--- src/lvx_pkg.sv ---
package lvx_pkg;
    // ------------------------------------------------------------
    // vectors
    // ------------------------------------------------------------
    localparam logic [7:0] LVX_VEC_DEBUG = 8'h01;
    localparam logic [7:0] LVX_VEC_NMI   = 8'h02;
    localparam logic [7:0] LVX_VEC_BP    = 8'h03;
    localparam logic [7:0] LVX_VEC_OVF   = 8'h04;
    localparam logic [7:0] LVX_VEC_BOUND = 8'h05;
    localparam logic [7:0] LVX_VEC_INVOP = 8'h06;
    localparam logic [7:0] LVX_VEC_NONE  = 8'h00;
    // ------------------------------------------------------------
    // opcodes
    // ------------------------------------------------------------
    localparam logic [7:0] LVX_OP_DBG_TRAP = 8'hf1;
    localparam logic [7:0] LVX_OP_FAR_CALL = 8'h9a;
    localparam logic [7:0] LVX_OP_FAR_JMP  = 8'hea;
    // ------------------------------------------------------------
    // debug cause bits (debug status)
    // ------------------------------------------------------------
    localparam int LVX_DC_W     = 8;
    localparam int LVX_DC_INSN  = 0;
    localparam int LVX_DC_STEP  = 1;
    localparam int LVX_DC_DRD   = 2;
    localparam int LVX_DC_DWR   = 3;
    localparam int LVX_DC_IORD  = 4;
    localparam int LVX_DC_IOWR  = 5;
    localparam int LVX_DC_TASK  = 6;
    localparam int LVX_DC_GDET  = 7;
    localparam logic [LVX_DC_W-1:0] LVX_DC_RESET = 8'h00;
    // ------------------------------------------------------------
    // instruction classes from decode
    // ------------------------------------------------------------
    typedef enum logic [3:0] {
        LVX_IC_OTHER,
        LVX_IC_BREAK1,
        LVX_IC_OVFCHK,
        LVX_IC_BOUND,
        LVX_IC_UNDEF,
        LVX_IC_IRTN,
        LVX_IC_JMP,
        LVX_IC_CALL,
        LVX_IC_SWINT_TG,
        LVX_IC_DESC,
        LVX_IC_SYSFAST,
        LVX_IC_SMX,
        LVX_IC_DREG
    } lvx_iclass_t;
endpackage

--- src/lvx_low_vector.sv ---
`timescale 1ns/10ps
// Notes on behaviour
// - debug exception from breakpoints, steps, data, io, task, general detect, and opcode f1
// - each debug cause except opcode f1 gated by debug control enables, the general-detect bit or the single-step flag
// - debug exception has no error code; cause reported in debug status
// - instruction and general-detect debug are faults; others are traps
// - resume flag cleared after each instruction; delayed after return, jump, call, task int
// - non-debug exception or interrupted string pushes resume flag as one
// - resume flag set suppresses instruction breakpoint once, then is cleared
// - debug exception pushes resume flag as zero
// - handler-set resume flag suppresses breakpoint for one instruction only
// - nmi on vector 2, taken at instruction boundary, points to next
// - nmi unmaskable but blocked after recognition until interrupt return
// - breakpoint instruction traps on vector 3, no error code, points after
// - overflow check with overflow flag one traps on vector 4
// - index outside bounds faults on vector 5 pointing at the instruction
// - invalid opcode on reserved, undefined, bad lock, bad operand
// - legacy instructions invalid in 64-bit mode incl. far call and far jump
// - fast syscalls invalid in long mode; sysmgmt return invalid outside sysmgmt mode
// - descriptor instructions invalid outside protected mode or in v86
// - vector instr invalid without save support, or any media with emulation
// - unmasked vector fp invalid without support; debug reg 4/5 invalid with extensions
// - invalid opcode is a fault with no error code, pointing at instruction
module lvx_low_vector
    import lvx_pkg::*;
(
    input  wire logic                  clk,
    input  wire logic                  srst,
    // retire / boundary from the pipeline
    input  wire logic                  insn_valid,
    input  wire logic                  insn_done,
    input  wire lvx_pkg::lvx_iclass_t  insn_class,
    input  wire logic [7:0]            insn_opcode,
    input  wire logic                  insn_reserved,
    input  wire logic                  insn_lock,
    input  wire logic                  insn_lockable,
    input  wire logic                  insn_mem_target,
    input  wire logic                  insn_bad_operand,
    input  wire logic                  insn_legacy64,
    input  wire logic                  insn_string_intr,
    input  wire logic                  insn_legacy_vec,
    input  wire logic                  insn_media,
    input  wire logic                  insn_vec_fp_numexc,
    input  wire logic [2:0]            insn_dreg_num,
    input  wire logic                  bound_index_gt,
    input  wire logic [63:0]           bound_index,
    input  wire logic [63:0]           bound_lower,
    input  wire logic [63:0]           bound_upper,
    // debug condition matches (raw, before enables)
    input  wire logic [LVX_DC_W-1:0]   dbg_match,
    // enables from debug control register (step and general-detect bits unused)
    input  wire logic [LVX_DC_W-1:0]   debug_control_register,
    input  wire logic                  general_detect_bit,
    input  wire logic                  single_step_flag,
    input  wire logic                  overflow_flag,
    // resume flag load from interrupt return
    input  wire logic                  resume_flag_load,
    input  wire logic                  resume_flag_value,
    // mode and control bits
    input  wire logic                  mode_64bit,
    input  wire logic                  mode_long,
    input  wire logic                  mode_protected,
    input  wire logic                  mode_v86,
    input  wire logic                  system_management_mode,
    input  wire logic                  os_vector_save_support_bit,
    input  wire logic                  os_vector_exception_support_bit,
    input  wire logic                  emulation_bit,
    input  wire logic                  debug_extensions_bit,
    // external non-maskable request
    input  wire logic                  nmi_req,
    // to dispatch
    output logic                       exc_valid_q,
    output logic [7:0]                 exc_vector_q,
    output logic                       exc_fault_q,
    output logic                       exc_pushed_rf_q,
    output logic                       resume_flag_q,
    output logic [LVX_DC_W-1:0]        debug_status_register_q,
    output logic                       nmi_blocked_q
);
    // ------------------------------------------------------------
    // bounds check
    // ------------------------------------------------------------
    logic bound_out_q;
    logic bound_pend_q;

    lvx_bound_cmp u_bound
    (
        .clk       (clk),
        .srst      (srst),
        .index     (bound_index),
        .lower     (bound_lower),
        .upper     (bound_upper),
        .outside_q (bound_out_q)
    );

    // bound result arrives one cycle after the instruction, so it holds retire
    wire bound_fault  = bound_pend_q && bound_out_q;

    // ------------------------------------------------------------
    // invalid opcode decode
    // ------------------------------------------------------------
    wire is_cls_dreg  = insn_class == LVX_IC_DREG;
    wire ud_basic     = insn_reserved || (insn_class == LVX_IC_UNDEF)
                        || (insn_lock && !insn_lockable)
                        || (insn_lock && !insn_mem_target)
                        || insn_bad_operand;
    wire ud_64        = mode_64bit && (insn_legacy64
                        || insn_opcode == LVX_OP_FAR_CALL
                        || insn_opcode == LVX_OP_FAR_JMP);
    wire ud_sys       = (insn_class == LVX_IC_SYSFAST && mode_long)
                        || (insn_class == LVX_IC_SMX && !system_management_mode);
    wire ud_desc      = insn_class == LVX_IC_DESC && (!mode_protected || mode_v86);
    wire ud_vec       = (insn_legacy_vec && !os_vector_save_support_bit)
                        || ((insn_legacy_vec || insn_media) && emulation_bit);
    wire ud_fp_dreg   = (insn_vec_fp_numexc && !os_vector_exception_support_bit)
                        || (is_cls_dreg && debug_extensions_bit
                            && (insn_dreg_num == 3'h4 || insn_dreg_num == 3'h5));
    wire invop        = insn_valid && !bound_pend_q
                        && (ud_basic || ud_64 || ud_sys || ud_desc || ud_vec || ud_fp_dreg);
    // an invalid bound faults at once and never stages
    wire is_bound     = insn_valid && (insn_class == LVX_IC_BOUND) && !invop;
    wire bound_wait   = is_bound && !bound_pend_q;

    // ------------------------------------------------------------
    // debug causes
    // ------------------------------------------------------------
    logic [LVX_DC_W-1:0] dbg_en;
    always_comb
    begin
        dbg_en              = debug_control_register;
        dbg_en[LVX_DC_STEP] = single_step_flag;
        dbg_en[LVX_DC_GDET] = general_detect_bit && is_cls_dreg;
    end

    // resume flag hides the instruction breakpoint for one instruction
    logic [LVX_DC_W-1:0] dbg_hit;
    always_comb
    begin
        dbg_hit              = dbg_match & dbg_en;
        dbg_hit[LVX_DC_INSN] = dbg_hit[LVX_DC_INSN] && !resume_flag_q;
    end

    wire dbg_op_trap  = insn_opcode == LVX_OP_DBG_TRAP && !ud_basic;
    wire dbg_fault_c  = dbg_hit[LVX_DC_INSN] || dbg_hit[LVX_DC_GDET];
    wire dbg_any      = insn_valid && !bound_pend_q && !invop
                        && (dbg_fault_c || (insn_done && (|dbg_hit || dbg_op_trap)));
    wire dbg_fault    = dbg_fault_c;

    // ------------------------------------------------------------
    // other traps
    // ------------------------------------------------------------
    wire is_break1    = insn_class == LVX_IC_BREAK1;
    wire bp_trap      = insn_valid && insn_done && is_break1 && !invop;
    wire ovf_trap     = insn_valid && insn_done && !invop
                        && insn_class == LVX_IC_OVFCHK && overflow_flag;

    // ------------------------------------------------------------
    // nmi at instruction boundary
    // ------------------------------------------------------------
    logic nmi_pend_q;
    wire boundary     = insn_valid && insn_done && !bound_wait;
    wire irtn_done    = boundary && insn_class == LVX_IC_IRTN;
    wire nmi_take     = (nmi_pend_q || nmi_req) && !nmi_blocked_q && boundary
                        && !invop && !dbg_any && !bound_fault
                        && !bp_trap && !ovf_trap;

    // ------------------------------------------------------------
    // selection of the delivered exception
    // ------------------------------------------------------------
    wire        any_exc  = invop || bound_fault || dbg_any || bp_trap || ovf_trap || nmi_take;
    wire [7:0]  vec_sel  = invop       ? LVX_VEC_INVOP :
                           bound_fault ? LVX_VEC_BOUND :
                           dbg_any     ? LVX_VEC_DEBUG :
                           bp_trap     ? LVX_VEC_BP :
                           ovf_trap    ? LVX_VEC_OVF :
                           nmi_take    ? LVX_VEC_NMI : LVX_VEC_NONE;
    wire        flt_sel  = invop || bound_fault || (dbg_any && dbg_fault);
    // debug pushes resume flag zero, others push one
    wire        rf_push  = !(vec_sel == LVX_VEC_DEBUG)
                           && (vec_sel != LVX_VEC_NONE || insn_string_intr);

    // ------------------------------------------------------------
    // resume flag
    // ------------------------------------------------------------
    logic rf_delay_q;
    wire  delays_clear = insn_class == LVX_IC_IRTN || insn_class == LVX_IC_JMP
                         || insn_class == LVX_IC_CALL || insn_class == LVX_IC_SWINT_TG;
    wire  clean_retire = boundary && !any_exc;
    logic rf_d;
    always_comb
    begin
        rf_d = resume_flag_q;
        if (clean_retire && !rf_delay_q && !delays_clear)
            rf_d = 1'b0;
        else if (clean_retire && rf_delay_q)
            rf_d = 1'b0;
        if (resume_flag_load)
            rf_d = resume_flag_value;
    end

    always_ff @(posedge clk)
    begin
        if (srst)
        begin
            resume_flag_q <= 1'b0;
            rf_delay_q    <= 1'b0;
        end
        else
        begin
            resume_flag_q <= rf_d;
            rf_delay_q    <= clean_retire ? delays_clear : rf_delay_q;
        end
    end

    // ------------------------------------------------------------
    // exception output registers
    // ------------------------------------------------------------
    always_ff @(posedge clk)
    begin
        if (srst)
        begin
            exc_valid_q     <= 1'b0;
            exc_vector_q    <= LVX_VEC_NONE;
            exc_fault_q     <= 1'b0;
            exc_pushed_rf_q <= 1'b0;
        end
        else
        begin
            exc_valid_q     <= any_exc;
            exc_vector_q    <= vec_sel;
            exc_fault_q     <= flt_sel;
            exc_pushed_rf_q <= any_exc ? rf_push : insn_string_intr;
        end
    end

    // ------------------------------------------------------------
    // debug status, nmi state, bound stage
    // ------------------------------------------------------------
    always_ff @(posedge clk)
    begin
        if (srst)
            debug_status_register_q <= LVX_DC_RESET;
        else if (dbg_any && !bound_fault)
            debug_status_register_q <= dbg_hit;
    end

    always_ff @(posedge clk)
    begin
        if (srst)
        begin
            nmi_pend_q    <= 1'b0;
            nmi_blocked_q <= 1'b0;
            bound_pend_q  <= 1'b0;
        end
        else
        begin
            nmi_pend_q    <= (nmi_pend_q || nmi_req) && !nmi_take;
            nmi_blocked_q <= nmi_take || (nmi_blocked_q && !irtn_done);
            bound_pend_q  <= bound_wait;
        end
    end
endmodule

--- src/lvx_bound_cmp.sv ---
`timescale 1ns/10ps
// bounds comparator, registered result
module lvx_bound_cmp
(
    input  wire logic        clk,
    input  wire logic        srst,
    input  wire logic [63:0] index,
    input  wire logic [63:0] lower,
    input  wire logic [63:0] upper,
    output logic             outside_q
);
    always_ff @(posedge clk)
    begin
        if (srst)
            outside_q <= 1'b0;
        else
            outside_q <= ($signed(index) < $signed(lower)) || ($signed(index) > $signed(upper));
    end
endmodule

--- config.mk ---
export PLATFORM = sky130hd
export DESIGN_NAME = lvx_low_vector
export DESIGN_NICKNAME = d
export VERILOG_FILES = /design/src/lvx_pkg.sv /design/src/lvx_low_vector.sv /design/src/lvx_bound_cmp.sv
export SDC_FILE = /design/constraint.sdc
export NUM_CORES = 1
export LEC_CHECK = 0
export ABC_AREA = 1
export BUFFER_PORTS_ARGS = -buffer_cell sky130_fd_sc_hd__buf_4
export CORE_AREA = 4 4 106 108
export CTS_BUF_LIST = sky130_fd_sc_hd__clkbuf_8 sky130_fd_sc_hd__clkbuf_16
export CTS_CLUSTER_SIZE = 16
export DETAILED_ROUTE_END_ITERATION = 8
export DIE_AREA = 0 0 110 112
export GPL_TIMING_DRIVEN = 0
export PLACE_DENSITY = 0.82
export SLEW_MARGIN = 20
export SYNTH_ARGS = -nofsm -noshare
export SYNTH_HDL_FRONTEND = slang
export SYNTH_HIERARCHICAL = 1
export SYNTH_SLANG_ARGS = --single-unit
--- constraint.sdc ---
create_clock -name clk -period 2.3 [get_ports clk]
set_clock_uncertainty 0.15 [all_clocks]
set_input_delay 0.23 -clock clk [delete_from_list [all_inputs] [get_ports clk]]
set_output_delay 0.23 -clock clk [all_outputs]
set_load 0.05 [all_outputs]
### Word-level counts from Yosys, hierarchy flattened

Cells that the tools add are included.

| storage, ports and cells | value |
|---|---|
| bits in registers | 25 |
| bits of input ports | 253 |
| output and inout port bits | 21 |
| logic and storage cells | 147 |

| operators by class | value |
|---|---|
| order comparisons | 2 |
| equal/unequal tests | 18 |
| muxes and demuxes | 10 |
| bitwise gates (word level) | 1 |
| reduce and logical (&&, ||, !) cells | 105 |

Operators with widths:

| kind | number |
|---|---|
| 64-bit > comparator | 1 |
| 64-bit < comparator | 1 |
| 1-bit logical AND | 47 |
| 1-bit logical OR | 33 |
| 8-bit equality test, second input constant | 3 |
| 1-bit zero test | 22 |
| 4-bit equality test, second input constant | 5 |
| 4-bit by 3-bit equality test with 1-bit output, second input constant | 4 |
| 3-bit 2-to-1 mux | 5 |
| 8-bit bitwise AND | 1 |
| 4-bit by 2-bit equality test with 1-bit output, second input constant | 2 |
| 8-bit nonzero test | 1 |
| 8-bit OR reduction | 1 |
| 3-bit equality test, second input constant | 2 |
| 4-bit by 1-bit equality test with 1-bit output, second input constant | 1 |
| 1-bit 2-to-1 mux | 4 |
| 3-bit by 1-bit equality test with 1-bit output, second input constant | 1 |
| 3-bit nonzero test | 1 |
| 2-bit 2-to-1 mux | 1 |

### Logic depth before layout (Yosys ltp)

Gate-level depths: netlist of run 1.

| logic depth | value |
|---|---|
| depth after elaboration | 32 |
| mapped depth | 17 |
| gate-level depth less buffers | 17 |

### Cells and area by module

Netlist of run 1, hierarchy kept.

Modules (own cells, without submodules):

| module | instances | cells an instance | area an instance (sq um) | seq. area each (sq um) |
|---|---|---|---|---|
| lvx_bound_cmp | 1 | 547 | 3408.3 | 20.0 |
| lvx_low_vector | 1 | 203 | 1214.9 | 380.4 |

### Worst setup path after synthesis of run 1

Ideal clock, no wire load.

| timing | value |
|---|---|
| path kind | register to register |
| start | register resume_flag_q |
| end | register exc_vector_q[1] |
| library setup time | 71 ps |
| arrival time | 1561 ps |
| slack | 518 ps |
| cell stages (with the launch flop) | 13 |
| cells stage by stage | dfxtp_1 inv_1 nand3_1 nand2_1 inv_2 nand2_1 nand3_2 nand2_1 nor2_4 nand2_2 nand2_1 nand2_1 a21oi_1 |

| on the way | value |
|---|---|
| longest elaborated chain between the ends | 18 |
| elaborated cells between the ends (all ways) | 19 |
| classes of those cells | mux (6); reduce/logical (13) |

RTL lines:

| element | RTL line | source |
|---|---|---|
| from (decl) | lvx_low_vector.sv:76 | `output logic resume_flag_q,` |
| from (signal assigned) | lvx_low_vector.sv:210 | `resume_flag_q <= rf_d;` |
| 1-bit zero test (*) | lvx_low_vector.sv:140 | `dbg_hit[LVX_DC_INSN] = dbg_hit[LVX_DC_INSN] && !resume_flag_q;` |
| 1-bit logical AND (*) | lvx_low_vector.sv:140 |  |
| 8-bit OR reduction | lvx_low_vector.sv:146 | `&& (dbg_fault_c \|\| (insn_done && (\|dbg_hit \|\| dbg_op_trap)));` |
| 1-bit logical OR | lvx_low_vector.sv:146 |  |
| 1-bit logical AND | lvx_low_vector.sv:146 |  |
| 1-bit logical OR (*) | lvx_low_vector.sv:146 |  |
| 1-bit logical AND (*) | lvx_low_vector.sv:146 |  |
| 1-bit zero test | lvx_low_vector.sv:164 | `&& !invop && !dbg_any && !bound_fault` |
| 1-bit logical AND (2 in series) | lvx_low_vector.sv:164 |  |
| 1-bit logical AND (2 in series) | lvx_low_vector.sv:165 | `&& !bp_trap && !ovf_trap;` |
| 2-bit 2-to-1 mux | lvx_low_vector.sv:176 | `nmi_take ? LVX_VEC_NMI : LVX_VEC_NONE;` |
| 3-bit 2-to-1 mux | lvx_low_vector.sv:175 | `ovf_trap ? LVX_VEC_OVF :` |
| 3-bit 2-to-1 mux | lvx_low_vector.sv:174 | `bp_trap ? LVX_VEC_BP :` |
| 3-bit 2-to-1 mux (*) | lvx_low_vector.sv:173 | `dbg_any ? LVX_VEC_DEBUG :` |
| 3-bit 2-to-1 mux (*) | lvx_low_vector.sv:172 | `bound_fault ? LVX_VEC_BOUND :` |
| 3-bit 2-to-1 mux (*) | lvx_low_vector.sv:171 | `wire [7:0] vec_sel = invop ? LVX_VEC_INVOP :` |
| to (signal assigned) | lvx_low_vector.sv:230 | `exc_vector_q <= vec_sel;` |
| to (decl) | lvx_low_vector.sv:73 | `output logic [7:0] exc_vector_q,` |

Every way passes the cells marked *; elsewhere a longest branch is shown, timed or not.
A chain may end at the register's enable or synchronous reset.

### Worst setup path after layout of run 1

| timing | value |
|---|---|
| start | input bound_index[5] |
| end | register u_bound.outside_q |

| on the way | value |
|---|---|
| longest elaborated chain between the ends | 2 |
| elaborated cells between the ends (all ways) | 3 |
| classes of those cells | order compare (2); reduce/logical (1) |

RTL lines:

| element | RTL line | source |
|---|---|---|
| from (decl) | lvx_low_vector.sv:46 | `input wire logic [63:0] bound_index,` |
| 64-bit < comparator / 64-bit > comparator (equally long branches) | lvx_bound_cmp.sv:17 | `outside_q <= ($signed(index) < $signed(lower)) \|\| ($signed(index) > $signed(upper));` |
| 1-bit logical OR (*) | lvx_bound_cmp.sv:17 |  |
| to (signal assigned) | lvx_bound_cmp.sv:17 |  |
| to (decl) | lvx_bound_cmp.sv:10 | `output logic outside_q` |

Marks and branches as above.

==> impl_results.md, run 1 <==
- Max rail drop VDD: between 200 and 300 µV
- Drt pass-1 iters: 4
- Startpoint Class: primary input
- Total Power: ~1700 µW
- Crit Reg-Reg Startpoint: bound_pend_q
- Final hold vios: 0
- Maxcap violations: 0
- Setup bufs post-CTS: 0
- WP buf/inv: 1
- Power per cell area: about 250 nW/µm²
- I/O pins: 274
- Clock slew at reported path FFs: ~70 ps
- DR vias/cell: between 4 and 5
- Net count, final: around 1,400
- Hold path cells: 2
- Core area: roughly 10,000 µm²
- Commonest non-fill, non-tap cell in the layout: buf_4
- HP Start: srst
- Cell Chain, Critical Path: buf_4, ha_1, a21oi_1, nor2_1, nor3_1, nand2_1, nand2_1, nand2_1, nand2_1, nand2_1, nand2_1, nand2_1, nand2_1, nand2_1, a21oi_2
- # setup viols final: 0
- Crit path kind: primary input to register
- TritonCTS clock tree: yes
- Antenna violations before repair: 1
- Largest net degree at the start of global routing: 12
- Slowest stage cell on the critical path: a21oi_1
- Status: completed
- Synth Warn #: 6
- Required time of the critical path: 2350 ps
- Unique masters post-synth: 31
- FP Rows: 37
- Post_cts resized: 0
- Clk sinks: 20
- Fillers: roughly 960
- Hold Path Class: primary input to register
- Die width: about 110 µm
- Routed Antenna Nets: 0
- Drt drc: 0
- First-pass GRT wire length: 22,500 µm
- Fmax: ~530 MHz
- CP endpoint kind: register
- Total Routing Usage GR: approximately 22%
- Crit path DAT: ~1900 ps
- IO buf count: between 200 and 300
- Leakage power: approximately 0.0043 µW
- Area Growth Syn to Fin: 48.1%
- Slew Viols, Final: 0
- Share of layout cells above drive strength 1: 29.3%
- Biggest area consumer among synthesized cells: ha_1
- Post-layout min period: 1870 ps
- H-tree Lvls: 1
- Ant diodes: 0
- Synth top area cells: ha_1 34%, inv_1 14%, nand2_1 14%
- Critical path's largest stage delay: between 300 and 400 ps
- Register area share after synthesis: 8.66%
- Synth Instances: 750
- RSZ-0062 raised after global routing: no
- Starting density of the core: between 40 and 50%
- Post-Route WL: 14,200 µm
- Post-synth design cell area: about 4600 µm²
- Mean Syn Cell Area: ~6 µm²
- Stages on the worst setup path: 15
- Hold_buf cts: 0
- Routed vias: roughly 5,400
- Setup TNS: 0 ps
- Die footprint: roughly 12,000 µm²
- Crit. Startpoint: bound_index[5]
- Vias in the first global route: roughly 5,200
- Seq cells post-synth: 20
- CTS Buf Count: 3
- CP top delay family: simple AND/OR/NAND/NOR gates
- Gr ovfl total: 0
- Skew-Pair Late Insertion Delay: 260 ps
- Drt initial violations: 170
- Avg WL per Cell: 12.2 µm
- Synth top area share: 34.4%
- Die span in y: between 100 and 150 µm
- Root Driver: clkbuf_8
- RD Place Congestion: approximately 0.94
- R2R depth: 8
- Most frequent cells in the layout: 270 x buf_4, 176 x inv_1, 172 x nand2_1
- Crit share post-route: 81.4%
- Dpl hpwl: around 13,000 µm
- Most Frequent Cell on Critical Path: nand2_1
- Crit Path Max Fanout: 2
- CTS Buffer Depth: 2
[where the power goes]
part           switching [µW]  internal, µW
registers                5.70           360
clock network             113           152
logic                     507           543
[area by class of cell]
class | instances | area (µm²) | share of cell area (%)
Buffer | 7 | 48.8 | 0.713
Clock buffer | 4 | 55.1 | 0.804
Inverter | 185 | 694 | 10.1
Multi-Input combinational cell | 542 | 3490 | 51.1
Sequential cell | 20 | 400 | 5.85
Tap cell | 136 | 170 | 2.49
Timing Repair Buffer | 264 | 1980 | 29.0
[metal layers]
metal	wire (µm)	share of wire, %	global-route usage, %
met5	18	0.13	0
met4	216	1.5	3.41
met3	1440	10	5.10
met2	6970	49	41.2
met1	5510	39	25.7
[cells by family (layout without fill, tap and decap cells)]
logic type,Yosys count,after routing,synth area share (%)
other,1,5,0.0811
AO/OA/AOI/OAI,111,111,12.8
AND/OR/NAND/NOR,299,299,28.0
buffers and inverters,192,460,16.1
adder cells (fa/ha/maj),127,127,34.4
flip-flops,20,20,8.66
[metrics by stage]
| stage | area [µm²] | utilization (%) | setup slack [ps] | instances | hold WS (ps) |
|---|---|---|---|---|---|
| floorplan | 4640 | - | 518 | 754 | 142 |
| global placement | 6790 | 66.4 | 237 | 1154 | 286 |
| detailed placement | 6790 | 66.4 | 212 | 1154 | 286 |
| CTS | 6850 | 66.9 | 443 | 1158 | 9.13 |
| global route | 6850 | 66.9 | 341 | 1158 | 17.3 |
| finish | 6850 | 66.9 | 427 | 1158 | 12.8 |
[registers in the layout (all words and copies together), names as in the netlist]
register,cells
exc_pushed_rf_q,1
bound_pend_q,1
debug_status_register_q,8
nmi_blocked_q,1
exc_fault_q,1
nmi_pend_q,1
resume_flag_q,1
exc_vector_q,3
exc_valid_q,1
u_bound/outside_q,1
rf_delay_q,1
[path summary, 6_finish.rpt]
path | to | slack (ps)
setup / recovery | u_bound/outside_q | 430
hold / removal | u_bound/outside_q | 10
setup reg to reg | resume_flag_q | 610
hold reg to reg | debug_status_register_q[5] | 350
[cell usage after synthesis]
cell / n
inv_1: 176
nand2_1: 172
ha_1: 127
a21oi_1: 70
nor2_1: 66
nand3_1: 21
dfxtp_1: 20
nand4_1: 16
o21ai_0: 16
o21ai_1: 11
inv_2: 8
buf_4: 6
nand2_2: 4
nor2_2: 4
nor3_1: 4
o21a_1: 4
a211oi_1: 3
a21o_1: 3
nand3_2: 3
nand3b_1: 2
nor2_4: 2
nor4_1: 2
o21bai_1: 2
a21oi_2: 1
a31oi_1: 1
clkbuf_1: 1
clkinv_1: 1
conb_1: 1
nand2_4: 1
nand4_4: 1
nor4b_2: 1
Note: power is estimated with default switching activity, not from simulation.
==> run 2: changes to the inputs <==
ABC_AREA = 0   (was 1)
CORE_AREA = 4 4 109 111   (was 4 4 106 108)
DIE_AREA = 0 0 113 115   (was 0 0 110 112)
PLACE_DENSITY = 0.79   (was 0.82)
clock period = 1.59 ns   (was 2.3 ns; I/O delays follow)
==> run 2 against run 1 <==
Compared with the run above:
- the run now ends with setup timing left
- wire length grew 13%
- die area is 5.5% higher
- register-to-register slack lost 990 ps
- count of clock-buffer cells in the layout stayed put
- sequential power is 46% higher
- clock power increased by 68%
- synthesized cell count down 20%
- critical path depth shrank 4
- non-clock buffer count increased by 23
- utilization increased by 2.6 points
- synthesized area shrank 4.1%
- sequential share of layout area down 0.45 points
- largest power group unchanged
==> impl_results.md, run 2 <==
- Synth Warn #: 6 (unchanged)
- Status: finished, violations left (was completed)
- Area Growth Syn to Fin: 69.3% (was 48.1%)
- Root Driver: clkbuf_8 (unchanged)
- Synth top area share: 35.8% (was 34.4%)
- Leakage power: 0.00412 µW (was 0.00432 µW)
- Most frequent cell after synthesis: inv_1 (unchanged)
- Slew Viols, Final: 0 (unchanged)
- CP endpoint kind: register (unchanged)
- Biggest area consumer among synthesized cells: ha_1 (unchanged)
- Post-Route WL: 16,000 µm (was 14,200 µm)
- Setup TNS: -4120 ps (was 0 ps)
- Maxcap violations: 0 (unchanged)
- Hold_buf cts: 0 (unchanged)
- Clock slew at reported path FFs: 80 ps (was 70 ps)
- Most frequent cells in the layout: 264 x buf_4, 127 x inv_1, 118 x ha_1 (was 270 x buf_4, 176 x inv_1, 172 x nand2_1)
- Non-filler cells, final: 1,035 (was 1,158)
- Synth Instances: 600 (was 750)
- Clk sinks: 20 (unchanged)
- Core area: 10,800 µm² (was 10,200 µm²)
- Finished Cell Area: 7500 µm² (was 6850 µm²)
- Routed vias: 5,314 (was 5,374)
- Post-layout min period: roughly 2100 ps
- RSZ-0062 raised after global routing: yes (was no)
- Cell Area, Placed: 6680 µm² (was 6790 µm²)
- Failing checks: setup timing
- CTS Buf Count: 3 (unchanged)
- Routed Antenna Nets: 0 (unchanged)
- Post-synth EDFFs: 0 (unchanged)
- Dpl hpwl: 13,300 µm (was 13,200 µm)
- Antenna violations before repair: 0 (was 1)
- Final Hold Slack: 32.8 ps (was 12.8 ps)
- FP Rows: 38 (was 37)
- Synth top area cells: ha_1 36%, inv_1 11%, dfxtp_1 9.0% (was ha_1 34%, inv_1 14%, nand2_1 14%)
- Vias in the first global route: 5,418 (was 5,221)
- Gr ovfl total: 0 (unchanged)
- Seq cells post-synth: 20 (unchanged)
- Startpoint Class: primary input (unchanged)
- Worst setup margin: -500 ps (was 427 ps)
- Unique masters post-synth: 68 (was 31)
- I/O pins: 274 (unchanged)
- CTS Buffer Depth: 2 (unchanged)
- Net count, final: 1,276 (was 1,403)
- Synth async-reset ratio: 0% (unchanged)
- Drt pass-1 iters: 4 (unchanged)
- Post-synth design cell area: 4430 µm² (was 4620 µm²)
- Share of layout cells above drive strength 1: 41.9% (was 29.3%)
- Max reg flops: 8 (unchanged)
- Die footprint: 13,000 µm² (was 12,300 µm²)
- Top post-synthesis cells by count: 134 x inv_1, 127 x ha_1, 59 x a21oi_1, 47 x nand2_1, 26 x nand4_1 (was 176 x inv_1, 172 x nand2_1, 127 x ha_1, 70 x a21oi_1, 66 x nor2_1)
- Required time of the critical path: 1580 ps (was 2350 ps)
- Avg WL per Cell: 15.5 µm (was 12.2 µm)
- IO buf count: 264 (unchanged)
- Primary FF master, synth: dfxtp_1 (unchanged)
- Crit path kind: primary input to register (unchanged)
- Fmax: around 480 MHz
- H-tree Lvls: 1 (unchanged)
- Skew-Pair Late Insertion Delay: 260 ps (about the same)
- Crit path DAT: 2080 ps (was 1920 ps)
- DR vias/cell: 5.13 (was 4.64)
- Register area share after synthesis: 9.03% (was 8.66%)
- First-pass GRT wire length: 24,300 µm (was 22,500 µm)
- Starting density of the core: 41.1% (was 45.2%)
- Die width: 113 µm (was 110 µm)
- Commonest non-fill, non-tap cell in the layout: buf_4 (unchanged)
- Largest net degree at the start of global routing: 13 (was 12)
- Placed insts: 1,008 (was 1,154)
- Crit share post-route: 131%
- Crit Path Max Fanout: 2 (unchanged)
- Final hold vios: 0 (unchanged)
- Mean Syn Cell Area: 7.39 µm² (was 6.16 µm²)
- Drt initial violations: 221 (was 170)
- Max rail drop VDD: 366 µV (was 262 µV)
- Most flop-heavy register: debug_status_register_q (unchanged)
- # setup viols final: 18 (was 0)
- RD Place Congestion: 0.873 (was 0.945)
- Power per cell area: 359 nW/µm² (was 246 nW/µm²)
- TritonCTS clock tree: yes (unchanged)
- Largest registers: debug_status_register_q: 8 flops, exc_vector_q: 3 flops (unchanged)
- Slew margin rel.: between 50% and 60%
- Tightest Pin Transition: 708 ps
- Die span in y: 115 µm (was 112 µm)
- Hold Path Class: primary input to register (unchanged)
- Fillers: 868 (was 957)
- Drt drc: 0 (unchanged)
- Total Routing Usage GR: 22.5% (was 22.1%)
- Ant diodes: 0 (unchanged)
run 2: changes by cell type after synthesis, moves of 9 or more:
cell     delta
nand3_1    -10
a21oi_1    -11
a21o_1     +10
nand2_1   -125
inv_1      -42
nor2_1     -44
nand4_1    +10
and4_1      +9
run 2: cells by family after synthesis:
kind of cell	synth area share (%)
AO/OA/AOI/OAI	21.1
XOR/XNOR	0.198
adder cells (fa/ha/maj)	35.8
buffers and inverters	12.4
flip-flops	9.03
multiplexers	0.931
other	0.0846
AND/OR/NAND/NOR	20.3
run 2: per-layer routing:
metal,track usage [%],wire length (µm)
met1,24.5,5920
met2,42.7,8210
met3,5.05,1320
met4,7.61,590
met5,0,0
run 2: area by class of cell:
class	instances	area [µm²]	share of cell area [%]
inverters	135	512	6.82
well taps	140	175	2.33
repair buffers	287	2300	30.7
multi-input cells	442	4000	53.3
clock buffers	4	66.3	0.884
flip-flops and latches	20	405	5.40
plain buffers	7	46.3	0.617
run 2: repair_timing:
action	CTS	global route
endpoints found under the setup margin	19	20
setup buffers	18	6
pin swaps	43	43
gates resized for setup	61	52
run 2: worst max-delay path, stage by stage:
cell	delay [ps]
buf_6	80
inv_4	30
ha_4	250
nand4_1	130
or4_4	520
nor4_4	130
a2111o_1	150
a21oi_2	70
o21ai_2	190
mux2i_2	250
o31ai_2	110
run 2: worst paths after layout:
path | depth (start not counted) | end | slack, ps | start
worst max-delay path | 11 | u_bound/outside_q | -500 | bound_lower[12]
worst min-delay path | 3 | debug_status_register_q[2] | 30 | dbg_match[2]
worst max register to register | 7 | rf_delay_q | -380 | bound_pend_q
worst min register to register | 2 | debug_status_register_q[3] | 330 | debug_status_register_q[3]
run 2: power by group:
group | internal [µW] | total (µW) | switching (µW)
logic | 926 | 1710 | 789
clock network | 273 | 446 | 173
registers | 521 | 533 | 11.6
run 2: per-stage QoR:
step / power, µW / setup slack (ps) / utilization [%]
after floorplan: 1320 / -454 / -
final: 2690 / -500 / 69.5
after CTS: 2610 / -581 / 66.7
after detailed placement: 2040 / -858 / 61.9
after global routing: 2920 / -663 / 69.5
after global placement: 2010 / -837 / 61.9
==> run 3: changes to the inputs <==
CELL_PAD_IN_SITES_DETAIL_PLACEMENT = 0   (was default)
CELL_PAD_IN_SITES_GLOBAL_PLACEMENT = 2   (was default)
CORE_AREA = 4 4 154 156   (was 4 4 109 111)
CTS_CLUSTER_SIZE = default   (was 16)
DIE_AREA = 0 0 158 160   (was 0 0 113 115)
GPL_TIMING_DRIVEN = default   (was 0)
PLACE_DENSITY = default   (was 0.79)
PLACE_DENSITY_LB_ADDON = 0.1   (was default)
==> run 3 against run 2 <==
Compared with the run above:
- the run still ends with setup timing left
- worst setup slack gained 120 ps
- via count grew 1.4%
- register-to-register slack gained 220 ps
- critical endpoint unchanged
- critical path type unchanged
- wire length grew 11%
- largest cell class unchanged
- first-iteration DRC count shrank 45%
- global-route usage shrank 9.3 points
==> impl_results.md, run 3 (synthesis results as in run 2) <==
- H-tree Lvls: 1 (unchanged)
- Leakage power: 0.00439 µW (was 0.00412 µW)
- Net Sw Frac: 34.4% (was 36.1%)
- DR vias/cell: 4.32 (was 5.13)
- Skew-Pair Late Insertion Delay: 250 ps (was 260 ps)
- Net count, final: 1,345 (was 1,276)
- Clk sinks: 20 (unchanged)
- Final hold vios: 0 (unchanged)
- Area Growth Syn to Fin: 80.8% (was 69.3%)
- Slowest stage cell on the critical path: o211ai_1 (was or4_4)
- CTS Buffer Depth: 2 (unchanged)
- Setup TNS: -2850 ps (was -4120 ps)
- Switching pwr: 1030 µW (was 973 µW)
- Share of layout cells above drive strength 1: 44.8% (was 41.9%)
- Max rail drop VDD: 304 µV (was 366 µV)
- Crit Path Max Fanout: 3 (was 2)
- Critical path's largest stage delay: 300 ps (was 520 ps)
- Routed vias: 5,390 (was 5,314)
- Gr ovfl total: 0 (unchanged)
- Drt drc: 0 (unchanged)
- # setup viols final: 20 (was 18)
- Drt pass-1 iters: 4 (unchanged)
- Status: finished, violations left (unchanged)
- Most Frequent Cell on Critical Path: buf_4
- Avg WL per Cell: 14.3 µm (was 15.5 µm)
- Largest net degree at the start of global routing: 24 (was 13)
- CP endpoint kind: register (unchanged)
- Hold Path Class: primary input to register (unchanged)
- Die width: 158 µm (was 113 µm)
- Crit share post-route: 124% (was 131%)
- FP Rows: 55 (was 38)
- Slew Viols, Final: 0 (unchanged)
- Crit Reg-Reg Startpoint: u_bound/outside_q (was bound_pend_q)
- Non-filler cells, final: 1,249 (was 1,035)
- Logic pwr share: 60.3% (was 63.7%)
- Crit. Startpoint: bound_index[46] (was bound_lower[12])
- Sequential share of power: 17.8% (was 19.8%)
- Largest registers: debug_status_register_q: 8 flops, exc_vector_q: 3 flops (unchanged)
- Post-layout min period: 1970 ps (was 2090 ps)
- Root Driver: clkbuf_16 (was clkbuf_8)
- Crit path DAT: 1960 ps (was 2080 ps)
- Post-Route WL: 17,800 µm (was 16,000 µm)
- Required time of the critical path: 1580 ps (about the same)
- TritonCTS clock tree: yes (unchanged)
- Die span in y: 160 µm (was 115 µm)
- Clock network fraction of design power: 21.9% (was 16.6%)
- Vias in the first global route: 5,829 (was 5,418)
- Area of the multi-input gates: 3830 µm² (was 4000 µm²)
- Max reg flops: 8 (unchanged)
- Total Routing Usage GR: 13.2% (was 22.5%)
- I/O pins: 274 (unchanged)
- Clock slew at reported path FFs: 60 ps (was 80 ps)
- Fmax: 508 MHz (was 479 MHz)
- Cell Chain, Critical Path: buf_4, buf_4, ha_1, nand4_1, or2_1, o211ai_1, a21oi_4, o21ai_2, mux2i_1, o31ai_1 (was buf_6, inv_4, ha_4, nand4_1, or4_4, nor4_4, a2111o_1, a21oi_2, o21ai_2, mux2i_2, o31ai_2)
- Failing checks: setup timing (unchanged)
- Commonest non-fill, non-tap cell in the layout: buf_4 (unchanged)
- Antenna violations before repair: 0 (unchanged)
- Ant diodes: 0 (unchanged)
- HP Start: dbg_match[2] (unchanged)
- Dpl hpwl: 16,400 µm (was 13,300 µm)
- Maxcap violations: 0 (unchanged)
- RSZ-0062 raised after global routing: yes (unchanged)
- Routed Antenna Nets: 0 (unchanged)
- Die footprint: 25,300 µm² (was 13,000 µm²)
- Drt initial violations: 121 (was 221)
- Startpoint Class: primary input (unchanged)
- Worst setup margin: -378 ps (was -500 ps)
- Fillers: 2,353 (was 868)
- Most frequent cells in the layout: 341 x buf_4, 125 x inv_1, 118 x ha_1 (was 264 x buf_4, 127 x inv_1, 118 x ha_1)
- CTS Buf Count: 3 (unchanged)
- Hold_buf cts: 0 (unchanged)
- Int Power: 1960 µW (was 1720 µW)
- Crit path kind: primary input to register (unchanged)
- Most flop-heavy register: debug_status_register_q (unchanged)
- Starting density of the core: 19.8% (was 41.1%)
- Power per cell area: 373 nW/µm² (was 359 nW/µm²)
- First-pass GRT wire length: 27,600 µm (was 24,300 µm)
- Total Power: 2990 µW (was 2690 µW)
- FF+latch area: 405 µm² (unchanged)
- IO buf count: 264 (unchanged)
- Core area: 22,400 µm² (was 10,800 µm²)
- Placed insts: 1,242 (was 1,008)
- RD Place Congestion: 0.788 (was 0.873)
-- run 3: final timing paths --
| check | endpoint | slack (ps) | depth (start not counted) |
|---|---|---|---|
| worst max-delay path | u_bound/outside_q | -380 | 10 |
| worst min-delay path | debug_status_register_q[2] | 30 | 3 |
| worst max register to register | rf_delay_q | -160 | 7 |
| worst min register to register | debug_status_register_q[5] | 320 | 2 |
-- run 3: metal layers --
metal	vias to the layer above	GRT usage [%]	share of wire (%)
li1	2847	-	-
met1	2383	16.1	43
met2	152	23.9	48
met3	8	3.28	8.0
met4	0	1.74	0.94
met5	-	0	0
-- run 3: layout make-up --
cell class / count / area share, %
multi-input cells: 442 / 47.8
repair buffers: 363 / 35.1
inverters: 135 / 6.35
flip-flops and latches: 20 / 5.06
well taps: 285 / 4.45
clock buffers: 4 / 1.25
-- run 3: timing repair --
action / 4_1_cts / 5_1_grt
pin swaps: 35 / 19
setup buffers: 2 / 1
gates resized for setup: 55 / 22
setup endpoints to repair: 20 / 20
endpoints found under the hold margin: 0 / 0
-- run 3: per-stage QoR --
stage | cell area, µm² | util [%] | hold slack, ps | worst slack (ps)
after detailed placement | 7530 | 33.7 | 300 | -756
after global routing | 8020 | 35.8 | 53.6 | -518
after floorplan | 4520 | - | 115 | -454
after global placement | 7530 | 33.7 | 294 | -785
final | 8020 | 35.8 | 33.2 | -378
after CTS | 7930 | 35.5 | 27.7 | -452
-- run 3: power by group through the flow --
stage / sequential (µW) / combinational (µW) / clock, µW
6_report: 532 / 1800 / 656
5_1_grt: 535 / 2030 / 693
4_1_cts: 534 / 1800 / 678
2_1_floorplan: 587 / 732 / 0
3_3_place_gp: 544 / 1690 / 0
3_5_place_dp: 545 / 1710 / 0
-- run 3: worst max-delay path: cells and delay by family --
kind,cells,cell delay [ps]
AND/OR/NAND/NOR,2,510
adder cells (fa/ha/maj),1,290
multiplexers,1,200
buffers and inverters,2,230
AO/OA/AOI/OAI,4,560
